===== config.mk =====
export PLATFORM = sky130hd
export DESIGN_NAME = mgmt_host_copy_ip_binding
export DESIGN_NICKNAME = d
export VERILOG_FILES = /design/src/logic/mgmt_filter_pkg.sv /design/src/logic/filter_gate.sv /design/src/logic/mgmt_host_copy_ip_binding.sv
export VERILOG_INCLUDE_DIRS = /design/src /design/src/logic
export SDC_FILE = /design/constraint.sdc
export NUM_CORES = 1
export LEC_CHECK = 0
export ABC_CLOCK_PERIOD_IN_PS = 3400
export BUFFER_PORTS_ARGS = -buffer_cell sky130_fd_sc_hd__buf_2
export CORE_MARGIN = 4
export CORE_UTILIZATION = 54
export CTS_BUF_LIST = sky130_fd_sc_hd__clkbuf_4
export DETAILED_ROUTE_END_ITERATION = 6
export HOLD_SLACK_MARGIN = 0.02
export PLACE_DENSITY = 0.88
export SYNTH_ARGS = -nofsm -noshare
export SYNTH_HDL_FRONTEND = slang
export SYNTH_SLANG_ARGS = --single-unit
export TNS_END_PERCENT = 50

===== constraint.sdc =====
create_clock -name CLOCK -period 3.4 [get_ports CLOCK]
set_input_delay 0.17 -clock CLOCK [delete_from_list [all_inputs] [get_ports CLOCK]]
set_output_delay 0.17 -clock CLOCK [all_outputs]
set_load 0.05 [all_outputs]

===== src/logic/mgmt_filter_defines.svh =====
`ifndef MGMT_FILTER_DEFINES_SVH
`define MGMT_FILTER_DEFINES_SVH

// ==========================================================
// Register location on the paged management interface
`define MHB_PHY_ADDR 5'h01
`define MHB_PAGE 11'h321
`define MHB_COPY_LO_NUM 6'h20
`define MHB_COPY_HI_NUM 6'h21
`define MHB_BIND_LO_NUM 6'h28
`define MHB_BIND_HI_NUM 6'h29

// ==========================================================
// Writable bit masks per 16-bit half, reserved bits are zero
`define MHB_COPY_LO_MASK 16'hF7FF
`define MHB_COPY_HI_MASK 16'h7755
`define MHB_BIND_LO_MASK 16'hD7FF
`define MHB_BIND_HI_MASK 16'hFFFF

// ==========================================================
// Reset values and field positions
`define MHB_COPY_RESET 32'h0000_0000
`define MHB_BIND_RESET 32'h0000_0000
`define MHB_BIND_RMCP_BIT 31
`define MHB_CYCLES_TO_OUT 1

`endif


===== src/logic/mgmt_filter_pkg.sv =====
package mgmt_filter_pkg;

	// Half of a control register as seen on the management interface
	typedef logic [15:0] mdio_word_t;

	// Full control register
	typedef logic [31:0] ctrl_reg_t;

	// Register select after address decode
	typedef enum logic [4:0] {
		SEL_NONE = 5'b00001,
		SEL_COPY_LO = 5'b00010,
		SEL_COPY_HI = 5'b00100,
		SEL_BIND_LO = 5'b01000,
		SEL_BIND_HI = 5'b10000
	} reg_sel_t;

endpackage : mgmt_filter_pkg


===== src/logic/filter_gate.sv =====
`timescale 1ns/1ps
`include "mgmt_filter_defines.svh"

module filter_gate #(
	parameter int NUM_FILTERS = 32
) (
	input wire logic clk,
	input wire logic rst_n,
	input wire logic [NUM_FILTERS-1:0] route_hit,
	input wire logic [NUM_FILTERS-1:0] filter_hit,
	input wire logic [NUM_FILTERS-1:0] copy_mask,
	input wire logic [NUM_FILTERS-1:0] bind_mask,
	input wire logic mgmt_ip_match,
	input wire logic host_ip_match,
	output logic [NUM_FILTERS-1:0] host_copy_ff,
	output logic [NUM_FILTERS-1:0] filter_pass_ff
);

	// ==========================================================
	// Per-filter gating
	genvar i;
	generate
		for (i = 0; i < NUM_FILTERS; i++) begin : g_filter
			wire logic ip_ok;
			wire logic nxt_copy;
			wire logic nxt_pass;
			// The RMCP slot is qualified by the host address match, all others by the
			// controller address match
			if (i == `MHB_BIND_RMCP_BIT) begin : g_rmcp
				assign ip_ok = host_ip_match;
			end else begin : g_mgmt
				assign ip_ok = mgmt_ip_match;
			end
			// A bound filter passes only on an address match
			assign nxt_pass = filter_hit[i] & (~bind_mask[i] | ip_ok);
			// A copied filter also hands its traffic to the host
			assign nxt_copy = route_hit[i] & copy_mask[i];
			always_ff @(posedge clk) begin
				if (!rst_n) begin
					host_copy_ff[i] <= 1'b0;
					filter_pass_ff[i] <= 1'b0;
				end else begin
					host_copy_ff[i] <= nxt_copy;
					filter_pass_ff[i] <= nxt_pass;
				end
			end
		end
	endgenerate

endmodule : filter_gate


===== src/logic/mgmt_host_copy_ip_binding.sv =====
`timescale 1ns/1ps
`include "mgmt_filter_defines.svh"

// Functional notes
// - Copy bits 0-10 and 12-15 send controller-routed TCP/UDP/DHCPv6/EAPoUDP/DNS packets to host.
// - Copy bits 16,18,20,22,24,25,26,28-30 do likewise for further filters.
// - Binding bits 0-10 gate TCP port filters on controller IPv4 address match.
// - Binding bits 12, 14, 15 gate UDP port 0, EAPoUDP, DNS on match.
// - Binding bits 16-27 gate flexible port filters 0-11 on controller address match.
// - Binding bit 28 gates port range filter, bit 29 gates ICMPv4 filter.
// - Binding bit 30 gates the ARP request filter on controller address match.
// - Binding bit 31 gates the RMCP filter on an IPv4 address match.
module mgmt_host_copy_ip_binding #(
	parameter int NUM_FILTERS = 32
) (
	input wire logic CLOCK,
	input wire logic RESET_N,
	input wire logic [4:0] REG_PHY_ADDR,
	input wire logic [10:0] REG_PAGE,
	input wire logic [5:0] REG_NUM,
	input wire logic REG_WR,
	input wire logic REG_RD,
	input wire logic [15:0] REG_WDATA,
	output logic [15:0] REG_RDATA,
	output logic REG_RACK,
	input wire logic [31:0] ROUTE_HIT,
	input wire logic [31:0] FILTER_HIT,
	input wire logic MGMT_IP_MATCH,
	input wire logic HOST_IP_MATCH,
	output logic [31:0] HOST_COPY,
	output logic [31:0] FILTER_PASS
);

	// ==========================================================
	// Elaboration checks
	if (NUM_FILTERS != 32) begin : g_bad_width
		$error("Both control registers hold exactly 32 filter bits");
	end

	// ==========================================================
	// Address decode
	wire logic hit_page;
	wire mgmt_filter_pkg::reg_sel_t sel;
	assign hit_page = (REG_PHY_ADDR == `MHB_PHY_ADDR) && (REG_PAGE == `MHB_PAGE);
	assign sel = !hit_page ? mgmt_filter_pkg::SEL_NONE :
		(REG_NUM == `MHB_COPY_LO_NUM) ? mgmt_filter_pkg::SEL_COPY_LO :
		(REG_NUM == `MHB_COPY_HI_NUM) ? mgmt_filter_pkg::SEL_COPY_HI :
		(REG_NUM == `MHB_BIND_LO_NUM) ? mgmt_filter_pkg::SEL_BIND_LO :
		(REG_NUM == `MHB_BIND_HI_NUM) ? mgmt_filter_pkg::SEL_BIND_HI :
		mgmt_filter_pkg::SEL_NONE;

	// ==========================================================
	// Control registers
	mgmt_filter_pkg::ctrl_reg_t copy_ff;
	mgmt_filter_pkg::ctrl_reg_t bind_ff;
	mgmt_filter_pkg::ctrl_reg_t nxt_copy;
	mgmt_filter_pkg::ctrl_reg_t nxt_bind;
	mgmt_filter_pkg::mdio_word_t wlo_copy;
	mgmt_filter_pkg::mdio_word_t whi_copy;
	mgmt_filter_pkg::mdio_word_t wlo_bind;
	mgmt_filter_pkg::mdio_word_t whi_bind;

	// Masking on the way in keeps reserved positions at zero for good
	assign wlo_copy = REG_WDATA & `MHB_COPY_LO_MASK;
	assign whi_copy = REG_WDATA & `MHB_COPY_HI_MASK;
	assign wlo_bind = REG_WDATA & `MHB_BIND_LO_MASK;
	assign whi_bind = REG_WDATA & `MHB_BIND_HI_MASK;

	// Each half is written on its own, the other half keeps its value
	assign nxt_copy[15:0] = (REG_WR && sel == mgmt_filter_pkg::SEL_COPY_LO) ?
		wlo_copy : copy_ff[15:0];
	assign nxt_copy[31:16] = (REG_WR && sel == mgmt_filter_pkg::SEL_COPY_HI) ?
		whi_copy : copy_ff[31:16];
	assign nxt_bind[15:0] = (REG_WR && sel == mgmt_filter_pkg::SEL_BIND_LO) ?
		wlo_bind : bind_ff[15:0];
	assign nxt_bind[31:16] = (REG_WR && sel == mgmt_filter_pkg::SEL_BIND_HI) ?
		whi_bind : bind_ff[31:16];

	// Register update, cleared by reset
	always_ff @(posedge CLOCK) begin
		if (!RESET_N) begin
			copy_ff <= `MHB_COPY_RESET;
			bind_ff <= `MHB_BIND_RESET;
		end else begin
			copy_ff <= nxt_copy;
			bind_ff <= nxt_bind;
		end
	end

	// ==========================================================
	// Read path
	mgmt_filter_pkg::mdio_word_t nxt_rdata;
	// Unmapped numbers answer zero so a stray read never sees stale data
	assign nxt_rdata = (sel == mgmt_filter_pkg::SEL_COPY_LO) ? copy_ff[15:0] :
		(sel == mgmt_filter_pkg::SEL_COPY_HI) ? copy_ff[31:16] :
		(sel == mgmt_filter_pkg::SEL_BIND_LO) ? bind_ff[15:0] :
		(sel == mgmt_filter_pkg::SEL_BIND_HI) ? bind_ff[31:16] :
		16'h0000;

	// Read data held until the next read
	always_ff @(posedge CLOCK) begin
		if (!RESET_N) begin
			REG_RDATA <= 16'h0000;
			REG_RACK <= 1'b0;
		end else begin
			REG_RACK <= REG_RD;
			if (REG_RD) begin
				REG_RDATA <= nxt_rdata;
			end
		end
	end

	// ==========================================================
	// Filter gating
	// Outputs land one cycle after the hit, which costs a cycle of latency but keeps
	// every output on a flip-flop
	filter_gate #(
		.NUM_FILTERS(NUM_FILTERS)
	) u_gate (
		.clk(CLOCK),
		.rst_n(RESET_N),
		.route_hit(ROUTE_HIT),
		.filter_hit(FILTER_HIT),
		.copy_mask(copy_ff),
		.bind_mask(bind_ff),
		.mgmt_ip_match(MGMT_IP_MATCH),
		.host_ip_match(HOST_IP_MATCH),
		.host_copy_ff(HOST_COPY),
		.filter_pass_ff(FILTER_PASS)
	);
endmodule : mgmt_host_copy_ip_binding


==> results.md <==
* Status: finished clean
* Post-synthesis cell area at 4700 um2
* CP Capture Type: flop
* Die Area at 10260 um2
* Num rows at 33
* CP startpoint kind: input pin
* Clock buffer depth at 2
* RSZ-0062 raised after global routing: no
* Total global routing overflow at 0
* Wire per inst at 17.39 um
* Layout cells sized above 1 at 31.31%
* Most frequent cells in the layout: buf_2 (173), dfxtp_1 (129), nand2_1 (117)
* Setup violators final at 0
* Final Cycle Share at 58.61%
* # IOs at 189
* Total clock buffers created by CTS at 17
* Sequential area share after synthesis at 54.95%
* Clock Tree Root: clkbuf_4
* Clock Latency Late Sink at 0.50 ns
* DRT iter0 DRCs at 131
* Max-cap violations at 0
* Cell count after synthesis at 468
* DP Area at 5583 um2
* Die height at 101.3 um
* Hold-fix buffers, CTS at 75
* WS Path Type: input pin to flop
* Peak VDD IR at 280.1 uV
* Area growth syn-to-layout at 42.78%
* EDFF count, synth at 0
* Most common cell after layout, fill and taps aside: buf_2
* Crit-path cells: buf_2 -> or4b_1 -> nor4_4 -> nand3_1 -> o21ai_0
* Multi-input gate area at 1909 um2
* Synthesized area per cell at 10.04 um2
* Post-CTS Setup Inserts at 0
* Clk_skew at 0.01071 ns
* Final critical-path required period at 1.993 ns
* Worst Path Required at 3.81 ns
* Netlist cell types at 33
* Worst Tran Pin Value at 1.087 ns
* HPWL after DPL at 8625 um
* Final Slew Violations at 0
* CP max stage delay at 0.63 ns
* CP arrival at 2.40 ns
* DRC Markers at 0
* Post-synthesis register bit count at 129
* DR vias at 4326
* Leading area contributor after synthesis: dfxtp_1
* H-tree levels at 4
* DRT Pass-1 Iters at 5
* Sink Count at 129
* Post-cts sizing count at 0
* RD Place Congestion at 0.7626
* Buffer and inverter count on the worst path at 1
* Maximum clock frequency at 501.9 MHz
* Fin Setup TNS at 0 ns
* Starting Density at 56.35%
* Post-route ant nets at 0
* Max-slew headroom at 27.44%
* Power Density at 475.8 nW/um2
* Critical Path Fanout Max at 15
* Post-synth ARST share at 0%
* Main synth FF type: dfxtp_1
* Core ar. at 8341 um2
* Routed Wire Length at 14440 um
* Hold Crit Class: input pin to flop
* Initial antenna violation count at 0
* Die X at 101.3 um
* Nets at 820
* Final Cell Area at 6710 um2
* Top cells by area, synth: dfxtp_1 (55%), mux2i_1 (13%), nand2_1 (9.3%)
* Vias in the first global route at 4586
* Static Leak at 0.003372 uW
* Gr usage total at 27.99%
* FF+latch area at 2582 um2
* Largest net degree at the start of global routing at 78
* CTS tree: yes
* Final hold violations at 0
* Cell family with most CP delay: simple AND/OR/NAND/NOR gates
* DR vias/cell at 5.212
* Clock slew at reported path FFs at 0.11 ns
* Fin util at 80.45%
* Overall power at 3193 uW
* Share of the synthesized area in the top cell type at 54.95%
* Ys Warns at 0
* Slowest CP cell: nand3_1
* IO buf count at 174
* First-pass GRT wire length at 22000 um
* N_diodes at 0
* FILL cells at 538
-- per-layer routing --
metal,vias up,track usage (%),wire length (um)
li1,2056,-,-
met1,2042,27.79,5197
met2,190,54.12,7823
met3,38,5.992,974
met4,0,13.91,441
met5,-,0,0
-- area by class of cell --
type | count | share of cell area [%]
Sequential cell | 129 | 38.49
Multi-Input combinational cell | 298 | 28.45
Timing Repair Buffer | 255 | 24.87
Clock inverter | 13 | 3.487
Clock buffer | 19 | 2.126
Tap cell | 105 | 1.958
Inverter | 11 | 0.6153
-- tightest hold or removal path, stage by stage --
cell      delay (ns)
buf_2           0.07
or4b_1          0.13
nor4_4          0.08
nand3_1         0.07
a21boi_0        0.07
-- through the flow --
step / hold slack [ns] / setup WS (ns) / std cells
3_5_place_dp: 0.3833 / 0.8909 / 723
5_1_grt: 0.1674 / 1.211 / 830
4_1_cts: 0.1254 / 1.434 / 830
3_3_place_gp: 0.3754 / 0.9657 / 723
6_report: 0.1547 / 1.407 / 830
2_1_floorplan: 0.2861 / 1.437 / 474
-- synthesized netlist by cell type (all sizes together), types with 2 or more instances --
cell type and number:
a21oi 35, and2 4, and3 26, buf 15
clkbuf 21, dfxtp 129, inv 11, mux2i 60
mux4 9, nand2 117, nand3 3, nand4 2
nor2 7, nor2b 2, o21ai 15, or4b 2
-- kinds of logic after synthesis --
group / Yosys count / share of synthesized area [%]
compound gates: 52 / 5.644
buf+inv: 47 / 4.952
mux: 70 / 17.33
other cells: 1 / 0.07980
simple gates: 169 / 17.04
flops: 129 / 54.95
-- sequential cells by signal, summed over array words and instances, names as in the netlist --
register               count
bind_ff                   30
u_gate.host_copy_ff       25
REG_RDATA                 16
u_gate.filter_pass_ff     32
copy_ff                   25
REG_RACK                   1
-- power breakdown --
part	switching, uW	internal (uW)
Sequential	5.80	1530
Combinational	201	133
Clock	571	751
-- path summary, 6_finish.rpt --
path,end,cells past startpoint,slack [ns],startpoint
setup / recovery,REG_RDATA[9],5,1.41,REG_PAGE[2]
hold / removal,REG_RDATA[11],5,0.15,REG_PAGE[3]
setup reg to reg,REG_RDATA[9],3,2.29,copy_ff[25]
hold reg to reg,REG_RDATA[14],2,0.45,REG_RDATA[14]
Power figures use the tool's default switching activity.
